--- config.mk ---
export PLATFORM = sky130hd
export DESIGN_NAME = synth_vco_tune_sequencer
export DESIGN_NICKNAME = d
export VERILOG_FILES = /design/src/settle_timer.v /design/src/synth_vco_tune_sequencer.v
export VERILOG_INCLUDE_DIRS = /design/src
export SDC_FILE = /design/constraint.sdc
export NUM_CORES = 1
export LEC_CHECK = 0
export ABC_CLOCK_PERIOD_IN_PS = 2650
export BUFFER_PORTS_ARGS = -buffer_cell sky130_fd_sc_hd__buf_2
export CAP_MARGIN = 25
export CELL_PAD_IN_SITES_DETAIL_PLACEMENT = 0
export CELL_PAD_IN_SITES_GLOBAL_PLACEMENT = 1
export CORE_MARGIN = 3
export CORE_UTILIZATION = 43
export DETAILED_ROUTE_END_ITERATION = 10
export PLACE_DENSITY_LB_ADDON = 0.1
export SYNTH_ARGS = -nofsm -noshare
export SYNTH_HDL_FRONTEND = slang
export SYNTH_SLANG_ARGS = --single-unit
--- constraint.sdc ---
create_clock -name clk -period 2.65 [get_ports clk]
set_input_delay 0.3975 -clock clk [delete_from_list [all_inputs] [get_ports clk]]
set_output_delay 0.3975 -clock clk [all_outputs]
set_load 0.005 [all_outputs]
--- src/vco_tune_defines.vh ---
// Purpose: register offsets, field positions, reset values and timing counts
// Assumes: 8-bit register port, 50 MHz clock
// Notes: included by the tuning sequencer files
`ifndef VCO_TUNE_DEFINES_VH
`define VCO_TUNE_DEFINES_VH

// register offsets
`define OFS_OSC_TRIM_CODE 8'h59
`define OFS_SYNTH_CAL_HOLD 8'h5C
`define OFS_TUNE_ENGINE_CONTROL 8'h5D
`define OFS_TUNE_ENGINE_STATUS 8'h5E

// reset values
`define RST_OSC_TRIM_CODE 8'h00
`define RST_SYNTH_CAL_HOLD 8'h00
`define RST_TUNE_ENGINE_CONTROL 8'h40
`define RST_TUNE_ENGINE_STATUS 8'h00

// field positions
`define TRIM_MSB 6
`define HOLD_BIT 0
`define ENABLE_BIT 0
`define SETTLE_MSB 6
`define SETTLE_LSB 4
`define DONE_BIT 0

// settle time: base unit in ns, doubled per settle-select step
`define SETTLE_BASE_NS 160
`define CLK_PERIOD_NS 20
`define SETTLE_BASE_CYC ((`SETTLE_BASE_NS + `CLK_PERIOD_NS - 1) / `CLK_PERIOD_NS)

`endif
--- src/settle_timer.v ---
// Purpose: settling-time counter for the tuning engine
// Assumes: start is a one-cycle pulse on clk
// Notes: wait length = base_cycles << sel
`timescale 1ns/1ps
`include "vco_tune_defines.vh"

module settle_timer #(
    parameter BASE_CYCLES = `SETTLE_BASE_CYC,
    parameter CW = 16
) (
    // clock and reset
    input wire clk,
    input wire reset,
    // control
    input wire start,
    input wire abort,
    input wire [2:0] sel,
    // status
    output wire expired
);
    reg [CW-1:0] count_r;
    reg running_r;
    wire [CW-1:0] base_w = BASE_CYCLES[CW-1:0];

    // load on start, count down to one; abort drops a pending wait
    always @(posedge clk or posedge reset) begin
        if (reset) begin
            count_r <= {CW{1'b0}};
            running_r <= 1'b0;
        end else if (abort) begin
            count_r <= {CW{1'b0}};
            running_r <= 1'b0;
        end else if (start) begin
            count_r <= base_w << sel;
            running_r <= 1'b1;
        end else if (running_r) begin
            count_r <= count_r - {{(CW-1){1'b0}}, 1'b1};
            if (count_r == {{(CW-1){1'b0}}, 1'b1})
                running_r <= 1'b0;
        end
    end

    assign expired = running_r && (count_r == {{(CW-1){1'b0}}, 1'b1});
endmodule // settle_timer

--- src/synth_vco_tune_sequencer.v ---
// Purpose: control and status of the oscillator tuning engine
// Assumes: one clock; register port and comparator are same-domain logic
// Notes: trim search is a 7-bit successive approximation driven by
//   freq_high from the synthesizer frequency comparator
`timescale 1ns/1ps
`include "vco_tune_defines.vh"

module synth_vco_tune_sequencer #(
    parameter BASE_CYCLES = `SETTLE_BASE_CYC
) (
    // clock and reset
    input wire clk,
    input wire reset,
    // register port
    input wire reg_wr,
    input wire reg_rd,
    input wire [7:0] reg_addr,
    input wire [7:0] reg_wdata,
    output reg [7:0] reg_rdata,
    // synthesizer side
    input wire freq_high,
    output wire [6:0] osc_trim_code,
    output wire synth_cal_hold,
    output wire tune_busy
);
    localparam S_IDLE = 2'd0;
    localparam S_SETTLE = 2'd1;
    localparam S_DONE = 2'd2;

    reg [7:0] trim_r;
    reg hold_r;
    reg [7:0] ctrl_r;
    reg done_r;
    reg [1:0] state_r;
    reg [6:0] bit_r;
    reg hold_d_r;
    wire settle_done;
    wire hold_fall = hold_d_r && !hold_r;
    wire tune_engine_enable = ctrl_r[`ENABLE_BIT];
    wire [2:0] tune_settle_select = ctrl_r[`SETTLE_MSB:`SETTLE_LSB];
    wire start_settle;
    wire abort_settle = hold_r;

    function sel_hit;
        input [7:0] a;
        input [7:0] ofs;
        begin
            sel_hit = (a == ofs);
        end
    endfunction

    // hold bit write and its delayed copy for release detection
    always @(posedge clk or posedge reset) begin
        if (reset) begin
            hold_r <= 1'b0;
            hold_d_r <= 1'b0;
            ctrl_r <= `RST_TUNE_ENGINE_CONTROL;
        end else begin
            hold_d_r <= hold_r;
            if (reg_wr && sel_hit(reg_addr, `OFS_SYNTH_CAL_HOLD))
                hold_r <= reg_wdata[`HOLD_BIT];
            // control writes accepted anytime; software keeps hold at 1
            if (reg_wr && sel_hit(reg_addr, `OFS_TUNE_ENGINE_CONTROL))
                ctrl_r <= reg_wdata;
        end
    end

    assign start_settle = (state_r == S_IDLE) && hold_fall &&
        tune_engine_enable;

    // tuning sequence: binary search from msb to lsb, one settle per step
    always @(posedge clk or posedge reset) begin
        if (reset) begin
            state_r <= S_IDLE;
            trim_r <= `RST_OSC_TRIM_CODE;
            bit_r <= 7'h00;
            done_r <= 1'b0;
        end else begin
            // software trim write; ignored while the engine owns the code
            if (reg_wr && sel_hit(reg_addr, `OFS_OSC_TRIM_CODE) &&
                state_r != S_SETTLE)
                trim_r <= reg_wdata;
            case (state_r)
                S_IDLE: begin
                    if (hold_fall) begin
                        if (tune_engine_enable) begin
                            state_r <= S_SETTLE;
                            bit_r <= 7'h40;
                            trim_r <= {1'b0, 7'h40};
                        end else begin
                            state_r <= S_DONE;
                            done_r <= 1'b1;
                        end
                    end
                end
                S_SETTLE: begin
                    if (!hold_r && settle_done) begin
                        // too fast clears the trial bit, else keep it
                        if (freq_high)
                            trim_r[6:0] <= (trim_r[6:0] & ~bit_r) |
                                (bit_r >> 1);
                        else
                            trim_r[6:0] <= trim_r[6:0] | (bit_r >> 1);
                        if (bit_r == 7'h01) begin
                            if (freq_high)
                                trim_r[6:0] <= trim_r[6:0] & ~bit_r;
                            else
                                trim_r[6:0] <= trim_r[6:0];
                            state_r <= S_DONE;
                            done_r <= 1'b1;
                        end
                        bit_r <= bit_r >> 1;
                    end
                end
                S_DONE: begin
                    state_r <= S_DONE;
                end
                default: state_r <= S_IDLE;
            endcase
            // hold comes last so it also pulls the engine out of S_DONE;
            // otherwise a second release could never start a fresh run
            if (hold_r) begin
                state_r <= S_IDLE;
                done_r <= 1'b0;
            end
        end
    end

    // restart the settle wait after each trim step except the last one, at bit_r == 7'h01
    settle_timer #(
        .BASE_CYCLES(BASE_CYCLES)
    ) u_settle (
        .clk(clk),
        .reset(reset),
        .start(start_settle ||
            (state_r == S_SETTLE && settle_done && bit_r != 7'h01 && !hold_r)),
        .abort(abort_settle),
        .sel(tune_settle_select),
        .expired(settle_done)
    );

    // read mux; reserved status bits read zero
    always @* begin
        reg_rdata = 8'h00;
        if (reg_rd) begin
            case (reg_addr)
                `OFS_OSC_TRIM_CODE: reg_rdata = trim_r;
                `OFS_SYNTH_CAL_HOLD: reg_rdata = {7'h00, hold_r};
                `OFS_TUNE_ENGINE_CONTROL: reg_rdata = ctrl_r;
                `OFS_TUNE_ENGINE_STATUS: reg_rdata = {7'h00, done_r};
                default: reg_rdata = 8'h00;
            endcase
        end
    end

    assign osc_trim_code = trim_r[`TRIM_MSB:0];
    assign synth_cal_hold = hold_r;
    assign tune_busy = (state_r == S_SETTLE);
endmodule // synth_vco_tune_sequencer

After elaboration in Yosys (flattened, before gate mapping):

Index checks and enable logic that the tools add are counted.
Widths: inputs -> output; s select.

* mux-type cells: 34
* add/subtract/negate cells: 1
* equality and inequality tests: 18
* shift-type cells: 1
* reductions and logical operators: 21
* bitwise gates (word level): 4

Operators by type and width (number)
* $mux 7: 7
* $mux 16: 3
* $eq 8x7->1 const B: 4
* $mux 8: 4
* $pmux 8 s4: 1
* $pmux 7 s2: 2
* $eq 16x1->1 const B: 1
* $shl 4x3->16 const A: 1
* $sub 16x1->16 const B: 1
* $or 7x6->7: 2
* $logic_and 1x1->1: 12
* $mux 1: 10
* $mux 2: 5
* $and 7x7->7: 1
* $eq 7x1->1 const B: 1
* $ne 7x1->1 const B: 1
* $not 7->7: 1
* $ne 3x1->1 const B: 2
* $ne 3x3->1 const B: 2
* $pmux 2 s3: 1
* $reduce_bool 3->1: 2
* $reduce_and 5->1: 1
* $ne 2x1->1 const B: 2
* $ne 2x2->1 const B: 2
* other kinds (10): 10

* output and inout port bits: 17
* input port bits: 21
* register bits after elaboration: 45

Depth between registers and ports, before layout:

Gate-level depths: netlist of run 1.

* word-level depth: 8
* depth in mapped cells: 9
* depth with buffers taken out: 8

Hierarchy:

From an unflattened synthesis of run 1, not the netlist that was laid out.

* cells, all modules: 309
* area, all modules: 2855.2 um^2

By module, submodules not included
* synth_vco_tune_sequencer: area an instance 1727.9 um^2, cells an instance 183, times used 1, seq. area each 701.9 um^2
* settle_timer: area an instance 1127.3 um^2, cells an instance 126, times used 1, seq. area each 425.4 um^2

Least setup slack after synthesis of run 1:

OpenSTA, ideal clock, no wires.

* path kind: register to register
* from: register u_settle.count_r[10]
* to: register trim_r[1]
* cell stages (with the launch flop): 7
* data arrival time: 2.276 ns
* clock period less this slack: 2.408 ns
* buffers on the path: 0
* library setup time: 0.133 ns
* setup slack: 0.242 ns
* required time: 2.517 ns
* cells stage by stage: dfrtp_1 -> or4_4 -> or4_4 -> nor2_2 -> nand2_1 -> nor3_2 -> o21ai_0

* word-level cells in the longest chain between the ends: 5
* elaborated cells between the ends (all ways): 6

RTL lines
* from (decl): RTL line settle_timer.v:21 `reg [CW-1:0] count_r;`
* from (signal assigned): RTL line settle_timer.v:28 `count_r <= {CW{1'b0}};`
* from (signal assigned): RTL line settle_timer.v:31 `count_r <= {CW{1'b0}};`
* from (signal assigned): RTL line settle_timer.v:34 `count_r <= base_w << sel;`
* $eq 16x1->1 (*): RTL line settle_timer.v:43 `assign expired = running_r && (count_r == {{(CW-1){1'b0}}, 1'b1});`
* $logic_and 1x1->1 (*): RTL line settle_timer.v:43
* $logic_and 1x1->1 (*): RTL line synth_vco_tune_sequencer.v:97 `if (!hold_r && settle_done) begin`
* $mux 7: RTL line synth_vco_tune_sequencer.v:97
* $pmux 7 s2: RTL line synth_vco_tune_sequencer.v:83 `case (state_r)`
* to (signal assigned): RTL line synth_vco_tune_sequencer.v:82 `trim_r <= reg_wdata;`
* to (signal assigned): RTL line synth_vco_tune_sequencer.v:89 `trim_r <= {1'b0, 7'h40};`
* to (signal assigned): RTL line synth_vco_tune_sequencer.v:100 `trim_r[6:0] <= (trim_r[6:0] & ~bit_r) |`
* to (decl): RTL line synth_vco_tune_sequencer.v:30 `reg [7:0] trim_r;`

Mark *: on every way between the ends. The rest lies on a longest branch, timed or not.
A chain may end at the register's enable or synchronous reset.

Worst setup path after layout of run 1:

* from: register u_settle.count_r[1]
* to: register u_settle.count_r[3]

* word-level cells in the longest chain between the ends: 8
* elaborated cells between the ends (all ways): 11

RTL lines
* parallel branches: the longest is 8 deep, another holds $sub 16x1->16

Several ways; the timed one is not identified. The select of a mux whose other input is x is not followed.

==> qor.tcl, run 1 <==
set qor(p_leak_nw) 1.41
set qor(syn_area_per_cell_um2) 8.84
set qor(rsz0062_at_grt) {no}
set qor(cts_buffers) 5
set qor(cp_slowest_stage_delay_ns) 0.47
set qor(postSynth.asyncResetShare_pct) 100
set qor(setup_ws_ns) 0.146
set qor(cts.hold.buffers_added) 0
set qor(detail_route.first_pass.iterations) 4
set qor(critical_path.slowest_cell) {sky130_fd_sc_hd__or4b_1}
set qor(critical_path_required_ns) 2.83
set qor(mappedNetlistArea_mm2) 0.00270
set qor(crit_chain) {inv_1 -> ha_1 -> or4b_1 -> nor4_1 -> buf_4 -> nand3_1 -> nand3_2 -> o21ai_0 -> a221o_1}
set qor(worstPathMaxFanout) 8
set qor(final_max_slew_viol_count) 0
set qor(gp_routability_congestion) 0.827
set qor(synth_fp_nets) 331
set qor(die_height_um) 85.2
set qor(globalRouteOverflowTotal) 0
set qor(final_nets) 373
set qor(clkSinkCount) 45
set qor(row_count) 28
set qor(clkSlewWorstSetupHoldPaths_ns) 0.08
set qor(via_count_of_the_first_global_routing_pass) 2390
set qor(die_width_um) 85.2
set qor(fillers) 565
set qor(worst_setup_end_kind) {register}
set qor(arrival_ns) 2.69
set qor(grt_antenna_before_repair) 0
set qor(timing.final.crit_period_ns) 2.50
set qor(vdd_drop_max_uv) 449
set qor(wl_per_cell_um) 17.1
set qor(delay_heaviest_family_cp) {simple AND/OR/NAND/NOR gates}
set qor(drt_iter0_markers) 140
set qor(htree_levels) 2
set qor(area_growth_pct) 15.4
set qor(floorplan.io_pins) 38
set qor(synth_largest_area_cell) {sky130_fd_sc_hd__dfrtp_1}
set qor(antenna_violating_nets_post_route) 0
set qor(hp-class) {in -> async}
set qor(status) {complete, no violations}
set qor(yosysWarnings) 0
set qor(global_route_wire_length_before_repair_um) 11900
set qor(layout-drive-gt1-share_pct) 23.6
set qor(worst-setup-path-type) {reg -> reg}
set qor(cp_num_buf_inv) 2
set qor(achievable-frequency_mhz) 399
set qor(maxCapViolations) 0
set qor(post_syn_instances) 305
set qor(netlist.area_leader.share_pct) 40.8
set qor(cellPowerDensity_mw_per_mm2) 791
set qor(detailed_place_hpwl_um) 5460
set qor(clock_skew_ns) 0.00674
set qor(netlist_top_cells_area) {sky130_fd_sc_hd__dfrtp_1 41%, sky130_fd_sc_hd__nand2_1 6.4%, sky130_fd_sc_hd__nor2_1 5.1%, sky130_fd_sc_hd__mux2_2 4.2%, sky130_fd_sc_hd__o21ai_0 2.6%}
set qor(setup_viol) 0
set qor(stdcell_area_mm2) 0.00311
set qor(synth.yosys.seq_area_share_pct) 41.8
set qor(grt_max_degree) 27
set qor(final.hold.worst_slack_ns) 0.139
set qor(finalCritPeriodShare_pct) 94.5
set qor(cts_root_cell) {sky130_fd_sc_hd__clkbuf_8}
set qor(routed_wl_um) 7250
set qor(worst_pin_slew_ns) 0.854
set qor(clock_latency_reported_for_the_late_side_of_the_worst_skew_pair_ns) 0.30
set qor(accumulated_negative_setup_slack_ns) 0
set qor(insertedDiodeCount) 0
set qor(synth.lib_cells_used.distinct) 52
set qor(final_hold_viol_count) 0
set qor(maxSlewHeadroom_pct) 42.6
set qor(design.core.area_mm2) 0.00599
set qor(clockBufferDepth) 2
set qor(postSynthRegisterBits) 45
set qor(crit_path_start_kind) {register}
set qor(cts-resized-gates) 0
set qor(drc) 0
set qor(routed-via-count) 2456
set qor(initial_utilization_pct) 45.0
set qor(tritoncts) {built}
set qor(dpl_cell_area_mm2) 0.00300
set qor(dr_vias_cell) 5.81
set qor(multi_input_comb_area_mm2) 0.00146
set qor(floorplan.die_area_mm2) 0.00726
set qor(place_worst_setup_slack_ns) 0.111
set qor(port_buffers) 37
set qor(synth_enable_flop_cells) 0
set qor(synthFlopType) {sky130_fd_sc_hd__dfrtp_1}
set qor(grt_util_all_layers_pct) 20.7
set qor(regArea_mm2) 0.00113
[Yosys cell counts (5+ instances only)]
master,number
sky130_fd_sc_hd__nor2_1,37
sky130_fd_sc_hd__clkbuf_1,9
sky130_fd_sc_hd__mux2_2,10
sky130_fd_sc_hd__nand2_1,46
sky130_fd_sc_hd__dfrtp_1,44
sky130_fd_sc_hd__a22oi_1,8
sky130_fd_sc_hd__ha_1,5
sky130_fd_sc_hd__and3_1,5
sky130_fd_sc_hd__a21oi_1,12
sky130_fd_sc_hd__nand3_1,12
sky130_fd_sc_hd__nor3_1,8
sky130_fd_sc_hd__o21ai_0,14
sky130_fd_sc_hd__inv_1,7
sky130_fd_sc_hd__o221ai_1,6
sky130_fd_sc_hd__a2bb2oi_1,5
sky130_fd_sc_hd__buf_4,7
sky130_fd_sc_hd__a31oi_1,5
[cells in the final DEF, fill, tap and decap left out, types with 3 or more instances in the layout]
cell type                   instances
sky130_fd_sc_hd__nand2_1           46
sky130_fd_sc_hd__dfrtp_1           44
sky130_fd_sc_hd__nor2_1            37
sky130_fd_sc_hd__buf_2             37
sky130_fd_sc_hd__o21ai_0           14
sky130_fd_sc_hd__buf_4             14
sky130_fd_sc_hd__nand3_1           12
sky130_fd_sc_hd__a21oi_1           12
sky130_fd_sc_hd__mux2_2            10
sky130_fd_sc_hd__nor3_1             8
sky130_fd_sc_hd__a22oi_1            8
sky130_fd_sc_hd__inv_1              6
sky130_fd_sc_hd__o221ai_1           6
sky130_fd_sc_hd__clkbuf_8           6
sky130_fd_sc_hd__and3_1             5
sky130_fd_sc_hd__a31oi_1            5
sky130_fd_sc_hd__a2bb2oi_1          5
sky130_fd_sc_hd__ha_1               5
sky130_fd_sc_hd__nor4_1             4
sky130_fd_sc_hd__nor2b_1            4
sky130_fd_sc_hd__nand2b_1           4
sky130_fd_sc_hd__a221o_1            4
sky130_fd_sc_hd__o31ai_1            4
sky130_fd_sc_hd__nand4_1            3
sky130_fd_sc_hd__nor3b_1            3
sky130_fd_sc_hd__a21o_1             3
[metal layers]
| metal | vias up | track usage [%] | share of wire, % |
|---|---|---|---|
| li1 | 1199 | - | - |
| met1 | 1204 | 29.2 | 49 |
| met2 | 49 | 32.6 | 46 |
| met3 | 4 | 3.98 | 3.7 |
| met4 | 0 | 5.47 | 0.72 |
| met5 | - | 0 | 0 |
[what timing repair did]
item,4_1_cts,5_1_grt
setup endpoints to repair,0,1
hold endpoints to repair,0,0
setup buffers,0,0
[metrics by stage]
step           utilization (%)  power [mW]  instances
4_1_cts                   51.9        2.47        423
6_report                  51.9        2.46        423
3_3_place_gp              50.0        1.90        415
3_5_place_dp              50.0        1.92        415
2_1_floorplan                -        1.62        305
5_1_grt                   51.9        2.65        423
[final cells by class]
class,count,area share [%]
clock buffers,7,2.77
clock inverters,1,0.965
repair buffers,51,9.33
inverters,7,0.844
well taps,75,3.02
multi-input cells,237,46.8
flip-flops and latches,45,36.2
[cell families (layout without fill, tap and decap cells)]
group	Yosys count	count (layout)	share of synthesized area, %
mux	11	11	4.55
compound gates	73	73	19.3
xor+xnor	4	4	1.30
flops	45	45	41.8
simple gates	144	144	26.5
fa+ha+maj	5	5	2.32
buf+inv	23	66	4.17
[worst paths after layout]
kind,start,end,slack (ns),cells after the start
setup / recovery,u_settle.count_r[1],u_settle.count_r[3],0.15,9
hold / removal,reset,u_settle.count_r[13],0.14,2
setup reg to reg,u_settle.count_r[1],u_settle.count_r[3],0.15,9
hold reg to reg,u_settle.count_r[6],u_settle.count_r[6],0.51,2
max in group asynchronous,reset,ctrl_r[6],1.87,3
min in group clk,reg_wdata[7],ctrl_r[7],0.34,2
[sequential cells by signal (all words and copies together), names as in the netlist, named ones only]
signal              flops
done_r                  1
bit_r                   7
hold_d_r                1
synth_cal_hold          1
u_settle.count_r       16
trim_r                  7
u_settle.running_r      1
ctrl_r                  8
state_r                 2
[report_power, final]
part / switching (mW) / internal [mW]
Sequential: 0.135 / 0.809
Clock: 0.239 / 0.308
Combinational: 0.570 / 0.400
No activity file was read; power rests on OpenSTA's default activity.
==> run 2: changes to the inputs <==
CORE_ASPECT_RATIO = 1.75   (was default)
==> run 2 against run 1 <==
Net effect: fmax hardly changed; critical path depth is 1 lower; final cell count is 0.71% higher; via count hardly changed; clock skew is 0.0039 ns higher; clock power is 4.2% lower; routed wire length is 5.7% higher; core utilization is 0.079 points higher; total power is 0.65% higher; largest power group unchanged.
==> qor.tcl, run 2 (synthesis results as in run 1) <==
set qor(wl_per_cell_um) 18.0
set qor(arrival_ns) 2.73
set qor(accumulated_negative_setup_slack_ns) 0
set qor(use_met2_pct) 43.9
set qor(rrSetupSlack_ns) 0.15
set qor(floorplan.io_pins) 38
set qor(htree_levels) 2
set qor(met1_usage_pct) 24.3
set qor(groute.layer.met3.usage_pct) 3.65
set qor(crit_chain) {inv_1 -> ha_1 -> or4b_1 -> or4_4 -> o31ai_4 -> o21ai_2 -> or3_1 -> a21oi_1}
set qor(routed-via-count) 2458
set qor(clkSinkCount) 45
set qor(final_cell_mix) {46 x sky130_fd_sc_hd__nand2_1, 44 x sky130_fd_sc_hd__dfrtp_1, 37 x sky130_fd_sc_hd__nor2_1, 37 x sky130_fd_sc_hd__buf_2}
set qor(clock_skew_ns) 0.0107
set qor(worst_setup_end_kind) {register}
set qor(rsz0062_at_grt) {no}
set qor(final_hold_viol_count) 0
set qor(design.core.area_mm2) 0.00597
set qor(final_max_slew_viol_count) 0
set qor(tritoncts) {built}
set qor(power.switching_mw) 0.964
set qor(endpoint) {state_r[1]}
set qor(timing.rr.start) {u_settle.count_r[1]}
set qor(worst_pin_slew_ns) 0.830
set qor(gr-max-usage-layer) {met2}
set qor(globalRouteOverflowTotal) 0
set qor(cts-resized-gates) 0
set qor(routed_wl_um) 7660
set qor(regs_by_ff_count) {u_settle.count_r (16), ctrl_r (8)}
set qor(cellPowerDensity_mw_per_mm2) 797
set qor(cts.hold.buffers_added) 0
set qor(antenna_violating_nets_post_route) 0
set qor(clockBufferDepth) 2
set qor(timing.final.crit_period_ns) 2.50
set qor(detailed_place_hpwl_um) 5940
set qor(grt_util_all_layers_pct) 23.2
set qor(layout.cells.most_common) {sky130_fd_sc_hd__nand2_1}
set qor(drc) 0
set qor(die_width_um) 65.9
set qor(vdd_drop_max_uv) 314
set qor(worst_setup_path_startpoint) {u_settle.count_r[1]}
set qor(post_cts.repair.setup_buffers) 0
set qor(cp_num_buf_inv) 1
set qor(insertedDiodeCount) 0
set qor(area_growth_pct) 15.2
set qor(worstPathMaxFanout) 3
set qor(crit_path_start_kind) {register}
set qor(worst-setup-path-type) {reg -> reg}
set qor(layout-drive-gt1-share_pct) 23.6
set qor(initial_utilization_pct) 45.2
set qor(stdcell_area_mm2) 0.00311
set qor(row_count) 37
set qor(setup_viol) 0
set qor(finalCritPeriodShare_pct) 94.5
set qor(cp_slowest_stage_delay_ns) 0.48
set qor(clock_latency_reported_for_the_late_side_of_the_worst_skew_pair_ns) 0.31
set qor(cp.depth) 8
set qor(detail_route.first_pass.iterations) 5
set qor(critical_path_required_ns) 2.88
set qor(netSwitchingFraction_pct) 38.9
set qor(maxCapViolations) 0
set qor(dr_vias_cell) 5.77
set qor(hp-class) {in -> async}
set qor(grt_max_degree) 46
set qor(delay_heaviest_family_cp) {simple AND/OR/NAND/NOR gates}
set qor(p_seq_share_pct) 38.0
set qor(grt_antenna_before_repair) 0
set qor(dpl_cell_area_mm2) 0.00300
set qor(floorplan.die_area_mm2) 0.00730
set qor(number_of_cells_on_the_worst_reg_to_reg_path) 8
set qor(final_nets) 373
set qor(die_height_um) 111
set qor(cellInternalPower_mw) 1.51
set qor(via_count_of_the_first_global_routing_pass) 2705
set qor(port_buffers) 37
set qor(p_leak_nw) 1.41
set qor(achievable-frequency_mhz) 400
set qor(status) {complete, no violations}
set qor(global_route_wire_length_before_repair_um) 13100
set qor(gp_routability_congestion) 0.880
set qor(cts_buffers) 5
set qor(final.hold.worst_slack_ns) 0.220
set qor(top_register) {u_settle.count_r}
set qor(maxSlewHeadroom_pct) 44.3
set qor(clkSlewWorstSetupHoldPaths_ns) 0.09
set qor(comb_power_share_pct) 40.8
set qor(critical_path.reg2reg.endpoint) {state_r[1]}
set qor(power.share.clock_pct) 21.2
set qor(cts_root_cell) {sky130_fd_sc_hd__clkbuf_8}
set qor(critical_path.slowest_cell) {sky130_fd_sc_hd__or4_4}
set qor(drt_iter0_markers) 122
set qor(largest_register_ff_count) 16
## run 2: worst min-delay path by stage
stage                                     end  depth (start not counted)                start
after global placement    u_settle.count_r[6]                          2  u_settle.count_r[6]
after CTS                 u_settle.count_r[5]                          3                reset
after global routing                ctrl_r[3]                          3                reset
final                     u_settle.count_r[5]                          3                reset
after detailed placement  u_settle.count_r[6]                          2  u_settle.count_r[6]
after floorplan                      hold_d_r                          0       synth_cal_hold
## run 2: worst min-delay path, delay by kind of cell
family / cells / cell delay [ns]
buffers and inverters: 3 / 0.60
## run 2: power groups by stage
| stage | clock network, mW | logic (mW) | registers [mW] |
|---|---|---|---|
| 2_1_floorplan | 0 | 0.698 | 0.922 |
| 3_3_place_gp | 0 | 1.00 | 0.947 |
| 3_5_place_dp | 0 | 1.01 | 0.953 |
| 4_1_cts | 0.531 | 1.02 | 0.940 |
| 5_1_grt | 0.563 | 1.15 | 0.960 |
| 6_report | 0.524 | 1.01 | 0.941 |
## run 2: through the flow
| stage | utilization, % | worst slack (ns) | power, mW | cells |
|---|---|---|---|---|
| floorplan | - | 0.242 | 1.62 | 305 |
| global placement | 50.2 | 0.163 | 1.95 | 418 |
| detailed placement | 50.2 | 0.108 | 1.96 | 418 |
| CTS | 52.0 | 0.0935 | 2.49 | 426 |
| global route | 52.0 | 0.0180 | 2.67 | 426 |
| finish | 52.0 | 0.147 | 2.48 | 426 |
## run 2: cell type report
type	instances	area [µm²]
Sequential cell	45	1130
Inverter	7	26.3
Tap cell	78	97.6
Fill cell	582	2870
Multi-Input combinational cell	237	1460
Clock inverter	2	35.0
Timing Repair Buffer	51	290
Clock buffer	6	72.6
## run 2: per-layer routing
metal	up-vias	routed length, µm
met4	0	160
met1	1221	2890
met5	-	0
li1	1197	-
met2	28	4480
met3	12	124
